**src/ccs_pkg.sv**
```systemverilog
// Constants, field layout and carrier types of the charger control/status register bank
package ccs_pkg;

  // ----------------------------------------------------------------
  // Clock and timing
  // ----------------------------------------------------------------
  localparam int unsigned CLK_MHZ = 10;
  // Watchdog periods in microseconds: 0.5 s, 1 s, 8 s, 30 s
  localparam int unsigned WDT_US [4] = '{500000, 1000000, 8000000, 30000000};
  // Soft-start timeouts in microseconds: 6.25 ms up to 12 s
  localparam int unsigned SS_US [8] = '{6250, 12500, 25000, 50000, 100000, 400000,
                                        1500000, 12000000};
  // Under-current falling deglitch in microseconds: 0.01, 5, 50, 150 ms
  localparam int unsigned DG_US [4] = '{10, 5000, 50000, 150000};
  localparam int unsigned WDT_CYC_DEF [4] = '{WDT_US[0] * CLK_MHZ, WDT_US[1] * CLK_MHZ,
                                              WDT_US[2] * CLK_MHZ, WDT_US[3] * CLK_MHZ};
  localparam int unsigned SS_CYC_DEF [8] = '{SS_US[0] * CLK_MHZ, SS_US[1] * CLK_MHZ,
                                             SS_US[2] * CLK_MHZ, SS_US[3] * CLK_MHZ,
                                             SS_US[4] * CLK_MHZ, SS_US[5] * CLK_MHZ,
                                             SS_US[6] * CLK_MHZ, SS_US[7] * CLK_MHZ};
  localparam int unsigned DG_CYC_DEF [4] = '{DG_US[0] * CLK_MHZ, DG_US[1] * CLK_MHZ,
                                             DG_US[2] * CLK_MHZ, DG_US[3] * CLK_MHZ};

  // ----------------------------------------------------------------
  // Register offsets
  // ----------------------------------------------------------------
  localparam logic [7:0] ADDR_CTL2 = 8'h0f;
  localparam logic [7:0] ADDR_CTL3 = 8'h10;
  localparam logic [7:0] ADDR_CTL4 = 8'h11;
  localparam logic [7:0] ADDR_CTL5 = 8'h12;
  localparam logic [7:0] ADDR_STAT1 = 8'h13;
  localparam logic [7:0] ADDR_STAT2 = 8'h14;
  localparam logic [7:0] ADDR_STAT3 = 8'h15;
  localparam logic [7:0] ADDR_STAT4 = 8'h16;
  localparam logic [7:0] ADDR_STAT5 = 8'h17;

  // ----------------------------------------------------------------
  // Reset values and reset-source masks
  // ----------------------------------------------------------------
  localparam logic [7:0] CTL2_RST = 8'h00;
  localparam logic [7:0] CTL3_RST = 8'h80;
  localparam logic [7:0] CTL4_RST = 8'h71;
  localparam logic [7:0] CTL5_RST = 8'h60;
  localparam logic [7:0] CTL2_RR_MASK = 8'hf8;
  localparam logic [7:0] CTL3_RR_MASK = 8'h1f;
  localparam logic [7:0] CTL4_RR_MASK = 8'h8c;
  localparam logic [7:0] CTL5_RR_MASK = 8'hf8;
  localparam logic [7:0] CTL2_WDT_MASK = 8'h38;
  localparam logic [7:0] CTL5_RO_MASK = 8'h03;
  localparam logic [7:0] STAT2_RSVD_MASK = 8'h13;
  localparam logic [7:0] READ_ZERO = 8'h00;

  // ----------------------------------------------------------------
  // Field positions
  // ----------------------------------------------------------------
  localparam int unsigned CTL2_REG_RESET = 7;
  localparam int unsigned CTL2_HIZ = 6;
  localparam int unsigned CTL2_REV_CTL = 5;
  localparam int unsigned CTL2_CHARGE = 4;
  localparam int unsigned CTL2_BYPASS = 3;
  localparam int unsigned CTL2_DRV_OFF = 2;
  localparam int unsigned CTL2_DRV_ONE = 1;
  localparam int unsigned CTL2_DRV_TWO = 0;
  localparam int unsigned CTL3_RATE_LSB = 5;
  localparam int unsigned CTL3_WDT_LSB = 3;
  localparam int unsigned CTL3_WDT_OFF = 2;
  localparam int unsigned CTL3_OC_SEL = 1;
  localparam int unsigned CTL3_OC_OFF = 0;
  localparam int unsigned CTL4_RSNS = 7;
  localparam int unsigned CTL4_SS_LSB = 4;
  localparam int unsigned CTL4_DG_LSB = 2;
  localparam int unsigned CTL5_OVP_OFF = 7;
  localparam int unsigned CTL5_OVP_LSB = 5;
  localparam int unsigned CTL5_TRIM_LSB = 3;
  localparam int unsigned STAT1_OUTPUT_OVERVOLTAGE_THRESHOLD = 5;
  localparam int unsigned STAT2_UCP = 5;
  localparam int unsigned STAT4_ADC_DONE = 7;
  localparam int unsigned STAT4_SS_TO = 6;
  localparam int unsigned STAT4_NEAR = 5;
  localparam int unsigned STAT4_WDT = 0;
  localparam int unsigned STAT5_CONV_OC = 1;

  // ----------------------------------------------------------------
  // Encodings
  // ----------------------------------------------------------------
  // Switching rate in half-kHz units: 187.5 kHz .. 1500 kHz
  localparam logic [11:0] RATE_HALF_KHZ [8] = '{12'h177, 12'h1f4, 12'h258, 12'h2ee,
                                                12'h3e8, 12'h5dc, 12'h7d0, 12'hbb8};
  localparam logic [5:0] OVP_BASE_DV = 6'h2f;   // 4.7 V in 0.1 V steps
  localparam logic [2:0] OC_COUNT_ONE = 3'h1;
  localparam logic [2:0] OC_COUNT_MANY = 3'h4;
  localparam logic [7:0] NEAR_CODES = 8'h19;    // 5 percent in 0.19531 percent steps

  // ----------------------------------------------------------------
  // Carrier types
  // ----------------------------------------------------------------
  typedef struct packed {
    logic [7:0] prot_one;
    logic [7:0] prot_two;
    logic [7:0] presence;
    logic [7:0] thermal;
    logic [7:0] converter;
  } ccs_status_type;

  typedef struct packed {
    logic converter_switch_en;
    logic adc_run_en;
    logic internal_regulator_en;
    logic input_driver_one_on;
    logic input_driver_two_on;
    logic bypass_mode;
    logic charge_enable;
    logic battery_sense_resistor_sel;
    logic [11:0] switch_rate_half_khz;
    logic [1:0] switch_rate_trim;
    logic [5:0] output_overvoltage_dv;
    logic converter_overcurrent_trip;
    logic watchdog_expired;
  } ccs_drive_type;

  typedef struct packed {
    logic [7:0] ctl2;
    logic [7:0] ctl3;
    logic [7:0] ctl4;
    logic [7:0] ctl5;
    logic [31:0] wdt_cnt;
    logic wdt_exp;
    logic [31:0] ss_cnt;
    logic ss_run;
    logic ss_to;
    logic [31:0] dg_cnt;
    logic ucp_dg;
    logic [2:0] oc_cnt;
    logic oc_trip;
    logic adc_done;
    logic [39:0] stat_prev;
    logic [7:0] rdata;
  } ccs_state_type;

endpackage

```
**src/ccs_regs.sv**
```systemverilog
// Charger control and live status register bank with watchdog and protection timing
`timescale 1ns/1ps
`default_nettype none

// Notes on behaviour
// - Writing the reset bit restores reset-tagged fields, then the bit clears itself.
// - High-impedance mode stops switching, ADC, input drivers and internal regulator.
// - In reverse power mode, host driver writes need the reverse path control bit.
// - Any fault clears charge enable; reset and watchdog clear charge and reverse control.
// - Bypass bit picks bypass over divider; cleared by reset or watchdog.
// - Force-off bit holds both input drivers off whatever their own bits say.
// - Each driver bit commands and reports its driver; host toggles to swap inputs.
// - Three-bit rate field maps to 187.5 through 1500 kHz, default 500 kHz.
// - Two-bit watchdog field selects 0.5, 1, 8 or 30 seconds.
// - Watchdog disable bit stops the watchdog; zero keeps it running.
// - Converter over-current trips after one event, or four when selected.
// - Converter over-current disable bit suppresses that protection.
// - One bit tells current measurement which battery sense resistor is fitted.
// - Soft-start timeout field sets the wait; then input current is checked.
// - Under-current protection uses a selectable falling deglitch of four lengths.
// - Output over-voltage threshold is 4.7 V plus 0.1 V per code; disable bit.
// - Rate trim field keeps nominal, raises ten percent, or lowers ten percent.
// - Read-only role field reports standalone, secondary or primary.
// - Status bits show live conditions; soft-start timeout, over-current trip, watchdog and conversion-complete hold.
// - Conversion-complete status is set by one-shot completion, zero in continuous.
// - Thermistor alarm status when either reading lies within five percent of limit.
// - Watchdog status reads one after expiry, zero in normal operation.
// - Each status rise gives an event pulse for the outside flag latch.
module ccs_regs
  import ccs_pkg::*;
#(
  parameter int unsigned WDT_CYC [4] = WDT_CYC_DEF,
  parameter int unsigned SS_CYC [8] = SS_CYC_DEF,
  parameter int unsigned DG_CYC [4] = DG_CYC_DEF
) (
  input wire logic clk_in,
  input wire logic rst_n_in,
  input wire logic [7:0] reg_addr_in,
  input wire logic reg_wr_in,
  input wire logic reg_rd_in,
  input wire logic [7:0] reg_wdata_in,
  output logic [7:0] reg_rdata_out,
  input wire logic fault_in,
  input wire logic reverse_mode_in,
  input wire logic conv_oc_event_in,
  input wire logic conv_start_in,
  input wire logic ibus_above_ucp_in,
  input wire logic ucp_raw_in,
  input wire logic output_overvoltage_threshold_raw_in,
  input wire logic adc_oneshot_done_in,
  input wire logic adc_start_in,
  input wire logic adc_continuous_in,
  input wire logic [7:0] ts_bus_code_in,
  input wire logic [7:0] ts_bat_code_in,
  input wire logic [7:0] ts_bus_limit_in,
  input wire logic [7:0] ts_bat_limit_in,
  input wire logic [1:0] parallel_role_in,
  input wire ccs_status_type status_in,
  output ccs_drive_type drive_out,
  output logic [39:0] status_event_out
);

  // ----------------------------------------------------------------
  // State and helpers
  // ----------------------------------------------------------------
  ccs_state_type state_reg;
  ccs_state_type state_next;
  ccs_status_type stat_live;
  logic [7:0] bus_gap;
  logic [7:0] bat_gap;
  logic output_overvoltage_threshold_live;
  logic fault_evt;
  logic host_access;
  logic [2:0] oc_target;

  // ----------------------------------------------------------------
  // Next-state logic
  // ----------------------------------------------------------------
  always_comb begin
    state_next = state_reg;
    host_access = reg_wr_in | reg_rd_in;

    // Output over-voltage condition gated by its disable bit
    // disable gating
    output_overvoltage_threshold_live = output_overvoltage_threshold_raw_in & ~state_reg.ctl5[CTL5_OVP_OFF];

    // Thermistor distance to limit
    bus_gap = (ts_bus_code_in > ts_bus_limit_in) ? ts_bus_code_in - ts_bus_limit_in
                                                 : ts_bus_limit_in - ts_bus_code_in;
    bat_gap = (ts_bat_code_in > ts_bat_limit_in) ? ts_bat_code_in - ts_bat_limit_in
                                                 : ts_bat_limit_in - ts_bat_code_in;

    // Live status image, block-owned bits merged in
    // live status
    stat_live = status_in;
    stat_live.prot_one[STAT1_OUTPUT_OVERVOLTAGE_THRESHOLD] = output_overvoltage_threshold_live;
    stat_live.prot_two = status_in.prot_two & ~STAT2_RSVD_MASK;
    stat_live.prot_two[STAT2_UCP] = state_reg.ucp_dg;
    stat_live.thermal[STAT4_ADC_DONE] = state_reg.adc_done & ~adc_continuous_in;
    stat_live.thermal[STAT4_SS_TO] = state_reg.ss_to;
    stat_live.thermal[STAT4_NEAR] = (bus_gap <= NEAR_CODES) | (bat_gap <= NEAR_CODES);
    stat_live.thermal[STAT4_WDT] = state_reg.wdt_exp;
    stat_live.converter[STAT5_CONV_OC] = state_reg.oc_trip;

    // Host writes to control registers
    if (state_reg.ctl2[CTL2_REG_RESET]) begin
      state_next.ctl2 = (state_reg.ctl2 & ~CTL2_RR_MASK) | (CTL2_RST & CTL2_RR_MASK);
      state_next.ctl3 = (state_reg.ctl3 & ~CTL3_RR_MASK) | (CTL3_RST & CTL3_RR_MASK);
      state_next.ctl4 = (state_reg.ctl4 & ~CTL4_RR_MASK) | (CTL4_RST & CTL4_RR_MASK);
      state_next.ctl5 = (state_reg.ctl5 & ~CTL5_RR_MASK) | (CTL5_RST & CTL5_RR_MASK);
    end else if (reg_wr_in) begin
      if (reg_addr_in == ADDR_CTL2) begin
        state_next.ctl2 = reg_wdata_in;
        if (reverse_mode_in && !state_reg.ctl2[CTL2_REV_CTL]) begin
          state_next.ctl2[CTL2_DRV_ONE] = state_reg.ctl2[CTL2_DRV_ONE];
          state_next.ctl2[CTL2_DRV_TWO] = state_reg.ctl2[CTL2_DRV_TWO];
        end
      end else if (reg_addr_in == ADDR_CTL3) begin
        state_next.ctl3 = reg_wdata_in;
      end else if (reg_addr_in == ADDR_CTL4) begin
        state_next.ctl4 = reg_wdata_in;
      end else if (reg_addr_in == ADDR_CTL5) begin
        state_next.ctl5 = reg_wdata_in & ~CTL5_RO_MASK;
      end
    end
    // Re-arming charge clears the over-current trip and count and the soft-start timeout
    if (state_next.ctl2[CTL2_CHARGE] && !state_reg.ctl2[CTL2_CHARGE]) begin
      state_next.oc_trip = 1'b0;
      state_next.oc_cnt = 3'h0;
      state_next.ss_to = 1'b0;
    end

    // Watchdog timer
    // access restarts count
    if (host_access || state_reg.ctl3[CTL3_WDT_OFF]) begin
      state_next.wdt_cnt = 32'h0;
      state_next.wdt_exp = 1'b0;
    end else if (!state_reg.wdt_exp) begin
      if (state_reg.wdt_cnt == WDT_CYC[state_reg.ctl3[CTL3_WDT_LSB +: 2]] - 1) begin
        state_next.wdt_exp = 1'b1;
        state_next.ctl2 = state_next.ctl2 & ~CTL2_WDT_MASK;
      end else begin
        state_next.wdt_cnt = state_reg.wdt_cnt + 32'h1;
      end
    end

    // Converter over-current event counting
    // one or four events
    oc_target = state_reg.ctl3[CTL3_OC_SEL] ? OC_COUNT_MANY : OC_COUNT_ONE;
    if (state_reg.ctl3[CTL3_OC_OFF]) begin
      state_next.oc_cnt = 3'h0;
      state_next.oc_trip = 1'b0;
    end else if (conv_oc_event_in && !state_next.oc_trip) begin
      // Count from the re-armed value so an event in the re-arm cycle counts
      state_next.oc_cnt = state_next.oc_cnt + 3'h1;
      if (state_next.oc_cnt >= oc_target) begin
        state_next.oc_trip = 1'b1;
      end
    end

    // Soft-start timeout
    if (conv_start_in) begin
      state_next.ss_run = 1'b1;
      state_next.ss_cnt = 32'h0;
      state_next.ss_to = 1'b0;
    end else if (state_reg.ss_run) begin
      if (state_reg.ss_cnt == SS_CYC[state_reg.ctl4[CTL4_SS_LSB +: 3]] - 1) begin
        state_next.ss_run = 1'b0;
        state_next.ss_to = ~ibus_above_ucp_in;
      end else begin
        state_next.ss_cnt = state_reg.ss_cnt + 32'h1;
      end
    end

    // Under-current falling deglitch
    // deglitch select
    if (!ucp_raw_in) begin
      state_next.dg_cnt = 32'h0;
      state_next.ucp_dg = 1'b0;
    end else if (!state_reg.ucp_dg) begin
      if (state_reg.dg_cnt == DG_CYC[state_reg.ctl4[CTL4_DG_LSB +: 2]] - 1) begin
        state_next.ucp_dg = 1'b1;
      end else begin
        state_next.dg_cnt = state_reg.dg_cnt + 32'h1;
      end
    end

    // Fault handling: newly raised protections, the over-voltage level and the external fault level
    fault_evt = fault_in | output_overvoltage_threshold_live | (state_next.oc_trip & ~state_reg.oc_trip) |
                (state_next.ss_to & ~state_reg.ss_to) | (state_next.ucp_dg & ~state_reg.ucp_dg);
    if (fault_evt) begin
      state_next.ctl2[CTL2_CHARGE] = 1'b0;
    end

    // Conversion-complete latch, completion wins over restart
    if (adc_oneshot_done_in && !adc_continuous_in) begin
      state_next.adc_done = 1'b1;
    end else if (adc_start_in || adc_continuous_in) begin
      state_next.adc_done = 1'b0;
    end

    // Status edge tracking
    state_next.stat_prev = stat_live;

    // Register read data
    if (reg_rd_in) begin
      if (reg_addr_in == ADDR_CTL2) begin
        state_next.rdata = state_reg.ctl2;
      end else if (reg_addr_in == ADDR_CTL3) begin
        state_next.rdata = state_reg.ctl3;
      end else if (reg_addr_in == ADDR_CTL4) begin
        state_next.rdata = state_reg.ctl4;
      end else if (reg_addr_in == ADDR_CTL5) begin
        state_next.rdata = {state_reg.ctl5[7:2], parallel_role_in};
      end else if (reg_addr_in == ADDR_STAT1) begin
        state_next.rdata = stat_live.prot_one;
      end else if (reg_addr_in == ADDR_STAT2) begin
        state_next.rdata = stat_live.prot_two;
      end else if (reg_addr_in == ADDR_STAT3) begin
        state_next.rdata = stat_live.presence;
      end else if (reg_addr_in == ADDR_STAT4) begin
        state_next.rdata = stat_live.thermal;
      end else if (reg_addr_in == ADDR_STAT5) begin
        state_next.rdata = stat_live.converter;
      end else begin
        state_next.rdata = READ_ZERO;
      end
    end
  end

  // ----------------------------------------------------------------
  // State register
  // ----------------------------------------------------------------
  always_ff @(posedge clk_in) begin
    if (!rst_n_in) begin
      state_reg <= '0;
      state_reg.ctl2 <= CTL2_RST;
      state_reg.ctl3 <= CTL3_RST;
      state_reg.ctl4 <= CTL4_RST;
      state_reg.ctl5 <= CTL5_RST;
    end else begin
      state_reg <= state_next;
    end
  end

  // ----------------------------------------------------------------
  // Outputs
  // ----------------------------------------------------------------
  // Register read port and status rise pulses
  assign reg_rdata_out = state_reg.rdata;
  assign status_event_out = stat_live & ~state_reg.stat_prev;

  // Converter, ADC and regulator enables
  // high-impedance shutdown
  assign drive_out.converter_switch_en = state_reg.ctl2[CTL2_CHARGE] & ~state_reg.ctl2[CTL2_HIZ];
  assign drive_out.adc_run_en = ~state_reg.ctl2[CTL2_HIZ];
  assign drive_out.internal_regulator_en = ~state_reg.ctl2[CTL2_HIZ];
  assign drive_out.input_driver_one_on = state_reg.ctl2[CTL2_DRV_ONE] &
                                         ~state_reg.ctl2[CTL2_DRV_OFF] & ~state_reg.ctl2[CTL2_HIZ];
  assign drive_out.input_driver_two_on = state_reg.ctl2[CTL2_DRV_TWO] &
                                         ~state_reg.ctl2[CTL2_DRV_OFF] & ~state_reg.ctl2[CTL2_HIZ];
  assign drive_out.bypass_mode = state_reg.ctl2[CTL2_BYPASS];
  assign drive_out.charge_enable = state_reg.ctl2[CTL2_CHARGE];
  assign drive_out.battery_sense_resistor_sel = state_reg.ctl4[CTL4_RSNS];
  assign drive_out.switch_rate_half_khz = RATE_HALF_KHZ[state_reg.ctl3[CTL3_RATE_LSB +: 3]];
  assign drive_out.switch_rate_trim = state_reg.ctl5[CTL5_TRIM_LSB +: 2];
  // threshold in tenths of a volt
  assign drive_out.output_overvoltage_dv = OVP_BASE_DV + {4'h0, state_reg.ctl5[CTL5_OVP_LSB +: 2]};
  assign drive_out.converter_overcurrent_trip = state_reg.oc_trip;
  assign drive_out.watchdog_expired = state_reg.wdt_exp;
endmodule

`default_nettype wire

```
**config.mk**
```make
export PLATFORM = sky130hd
export DESIGN_NAME = ccs_regs
export DESIGN_NICKNAME = d
export VERILOG_FILES = /design/src/ccs_pkg.sv /design/src/ccs_regs.sv
export SDC_FILE = /design/constraint.sdc
export NUM_CORES = 1
export LEC_CHECK = 0
export ABC_CLOCK_PERIOD_IN_PS = 8300
export BUFFER_PORTS_ARGS = -buffer_cell sky130_fd_sc_hd__buf_2
export CAP_MARGIN = 30
export CORE_ASPECT_RATIO = 2
export CORE_UTILIZATION = 30
export DETAILED_ROUTE_END_ITERATION = 6
export GPL_TIMING_DRIVEN = 0
export PLACE_DENSITY = 0.55
export SYNTH_ARGS = -nofsm -noshare
export SYNTH_HDL_FRONTEND = slang
export SYNTH_SLANG_ARGS = --single-unit
```
**constraint.sdc**
```tcl
create_clock -name clk_in -period 8.3 [get_ports clk_in]
set_clock_uncertainty 0.1 [all_clocks]
set_input_delay 0.415 -clock clk_in [delete_from_list [all_inputs] [get_ports clk_in]]
set_output_delay 0.415 -clock clk_in [all_outputs]
set_load 0.005 [all_outputs]
```
==> run_results.csv <==
group,metric,value,unit
layout,largest_reg_flops,163,
detailed_routing,route.detailed.wl_per_inst,18.05,um
placement,io_buffer_count,163,
layout,end_of_flow_core_utilization,35.82,%
layout,n_antenna_cell,0,
cts,clockRootBuffer,"sky130_fd_sc_hd__clkbuf_16",
synthesis,post_synth_top_cells,"sky130_fd_sc_hd__dfxtp_1 (180), sky130_fd_sc_hd__nor2_1 (132), sky130_fd_sc_hd__nand2_1 (96)",
grt,grt_first_pass_wirelength,58.35,mm
synthesis,mappedNetlistArea,11380,um^2
grt,maximum_number_of_pins_on_one_net_before_global_route_repair,17,
synthesis,seq_cells_post_synth,180,
pwr,power_per_cell_area,145.0,nW/um^2
synthesis,postSynth.asyncResetShare,0,%
synthesis,synthCells,1422,
setup_path,critPathSlowestCell,"sky130_fd_sc_hd__or4b_2",
timing,report.final.hold_viol_count,0,
outcome,outcome,"finished, final reports clean",
floorplan,i_o_pins,182,
setup_path,r2r_slack,3.84,ns
synthesis,ys_seq_area_share,31.65,%
floorplan,core_area,37290,um^2
grt,overflow_after_grt,0,
setup_path,worst-endpoint-required,8.59,ns
timing,grt_setup_unrepaired,"false",
timing,layout_worst_path_cycle_share,57.39,%
floorplan,overall_die_width,139.7,um
synthesis,synth.top_cells.by_area,"sky130_fd_sc_hd__dfxtp_1 (32%), sky130_fd_sc_hd__ha_1 (6.4%), sky130_fd_sc_hd__nor2_1 (4.4%)",
detailed_routing,detail-route-antenna-nets,0,
synthesis,synth-edff-count,0,
floorplan,die_area,38780,um^2
setup_path,r2r-start,"state_reg[165]",
detailed_routing,drt_first_iter_violations,444,
cts,clock_latency_of_the_later_clocked_register_in_the_worst_skew_pair,0.46,ns
synthesis,synthMostInstantiatedCell,"sky130_fd_sc_hd__dfxtp_1",
synthesis,syn_avg_cell_area,8.006,um^2
timing,setup-violations-final,0,
setup_path,end_kind,"flop",
cts,ctsHoldBuffers,0,
timing,fin_hold_ws,0.03371,ns
layout,area.growth.synth_to_final,17.32,%
setup_path,worst_r2r_path_depth,12,
timing,final_period_minus_worst_setup_slack,4.763,ns
floorplan,floorplan_die_height,277.5,um
placement,gp_congestion,0.9004,
cts,cts_made_buffers,17,
timing,report.final.slew_viol_count,0,
timing,tns,0,ns
setup_path,setup.worst_path.start_class,"input pin",
detailed_routing,routed_via_density,5.311,
run,max_cap_viol,0,
synthesis,netlist.area_leader.share,31.65,%
setup_path,endpoint,"drive_out[23]",
setup_path,timing.critical_path.from,"reg_addr_in[5]",
setup_path,crit_chain,"buf_2 -> nor3_1 -> nand2_1 -> nor4b_2 -> nand2_1 -> or4b_2 -> clkbuf_1 -> and2_1 -> ha_1 -> xnor2_1 -> ha_1 -> a21boi_0 -> o21ai_0 -> nor3_1 -> or4_1 -> or3_1 -> a21oi_1",
timing,max_freq,210.0,MHz
placement,place.detailed.hpwl,30.48,mm
layout,layout-drive-gt1-share,16.20,%
timing,max_slew_margin,44.52,%
detailed_routing,final_routed_wirelength_across_all_metal_layers,37.46,mm
setup_path,crit_fanout,9,
cts,clock_tree_from_tritoncts,"built",
setup_path,timing.rr.end,"state_reg[114]",
setup_path,critPathArrivalTime,5.05,ns
floorplan,floorplan.initialDensity,30.53,%
min_path,min_path_type,"in -> reg",
synthesis,main_synth_ff_type,"sky130_fd_sc_hd__dfxtp_1",
detailed_routing,dr.pass1.iters,7,
cts,post_cts.repair.setup_buffers,0,
cts,clock_path_buffers,2,
cts,clk_pin_slew,0.07,ns
cts,htreeDepth,4,
grt,grt_pass1_vias,10980,
floorplan,num_rows,100,
pwr,worst_ir_drop_vdd,0.1364,mV
synthesis,synth_cell_type_count,88,
cts,post_cts_resize_count,0,
grt,antenna_found_initial,4,
detailed_routing,vias,11030,
grt,globalRouteTotalUtil,19.47,%
layout,fin_nets,1772,
pwr,leakagePower,5.435,nW
timing,timing_worst_slew_pin_value,0.8245,ns
synthesis,synth_area_leader_cell,"sky130_fd_sc_hd__dfxtp_1",
synthesis,yosys_warnings,0,
setup_path,setup.worst_path.class,"in -> reg",
setup_path,slowest_delay,0.67,ns
cts,tritoncts_num_sinks,180,
detailed_routing,drc_errors,0,
-- stage by stage --
stage               setup WS (ns)  area (um^2)  total power [mW]  cells
global placement            3.143        12780             1.137   2046
detailed placement          3.073        12780             1.140   2046
global route                3.234        13360             2.013   2076
CTS                         3.537        13360             1.957   2076
finish                      3.537        13360             1.937   2076
floorplan                   3.994        11390             1.043   1424
-- layout make-up --
class                      instances  area (um^2)
fill                            3903        23930
multi-input combinational       1071         7029
sequential                       180         3603
timing repair buffer             163        815.8
tap                              459        574.3
clock buffer                      20        446.7
buffer                            85        429.2
inverter                          88        330.3
clock inverter                    10        127.6
-- critical path: cells and delay by family --
kind                       cells  cell delay, ns
AOI/OAI and AO/OA              3            0.47
xor gates and xnor gates       1            0.20
adders and majority gates      2            0.49
buffers and inverters          2            0.33
and+or+nand+nor                9            3.14
-- layout by cell type, fill, tap and decap left out, drive strengths merged, types with 6 or more instances in the layout --
| cell | Yosys | routed |
|---|---|---|
| a211oi | 6 | 6 |
| a21o | 7 | 7 |
| a21oi | 95 | 95 |
| a22oi | 7 | 7 |
| a31oi | 14 | 14 |
| and2 | 46 | 46 |
| and3 | 22 | 22 |
| and4 | 10 | 10 |
| buf | 36 | 199 |
| clkbuf | 49 | 69 |
| clkinv | 1 | 6 |
| dfxtp | 180 | 180 |
| ha | 58 | 58 |
| inv | 87 | 89 |
| mux2 | 8 | 8 |
| mux2i | 36 | 36 |
| nand2 | 96 | 96 |
| nand2b | 20 | 20 |
| nand3 | 53 | 53 |
| nand3b | 8 | 8 |
| nand4 | 22 | 22 |
| nor2 | 132 | 132 |
| nor2b | 47 | 47 |
| nor3 | 24 | 24 |
| nor3b | 7 | 7 |
| nor4 | 16 | 16 |
| nor4b | 7 | 7 |
| o211ai | 22 | 22 |
| o21a | 6 | 6 |
| o21ai | 76 | 76 |
| o22ai | 11 | 11 |
| or2 | 6 | 6 |
| or3 | 41 | 41 |
| or4 | 13 | 13 |
| xnor2 | 44 | 44 |
| xor2 | 32 | 32 |
-- cell families after synthesis --
| family | after synthesis | synth area share (%) |
|---|---|---|
| and+or+nand+nor | 578 | 27.33 |
| muxes | 44 | 3.957 |
| buffers and inverters | 173 | 6.671 |
| adders and majority gates | 62 | 7.078 |
| other | 2 | 0.06597 |
| xor gates and xnor gates | 76 | 5.847 |
| DFF | 180 | 31.65 |
| AOI/OAI and AO/OA | 307 | 17.40 |
-- power by group --
group	total, mW	switching, mW	internal, mW
Sequential	0.884	0.00720	0.877
Combinational	0.237	0.140	0.0974
Clock	0.815	0.363	0.452
-- worst min path at each step --
stage                 startpoint        endpoint  slack, ns  depth (start not counted)
6_report       adc_continuous_in   state_reg[48]       0.03                          2
5_1_grt        adc_continuous_in   state_reg[48]       0.03                          2
3_3_place_gp      state_reg[162]  state_reg[162]       0.37                          2
4_1_cts        adc_continuous_in   state_reg[48]      0.004                          2
2_1_floorplan     state_reg[182]  state_reg[182]       0.34                          2
3_5_place_dp      state_reg[148]  state_reg[148]       0.38                          2
-- per-layer routing --
metal	wire length (um)	GRT usage [%]	share of wire [%]
met1	12650	16.84	34
met2	21230	39.87	57
met3	1124	2.796	3.0
met4	2425	13.05	6.5
met5	34	0	0.091
(Power assumes the default switching activity.)
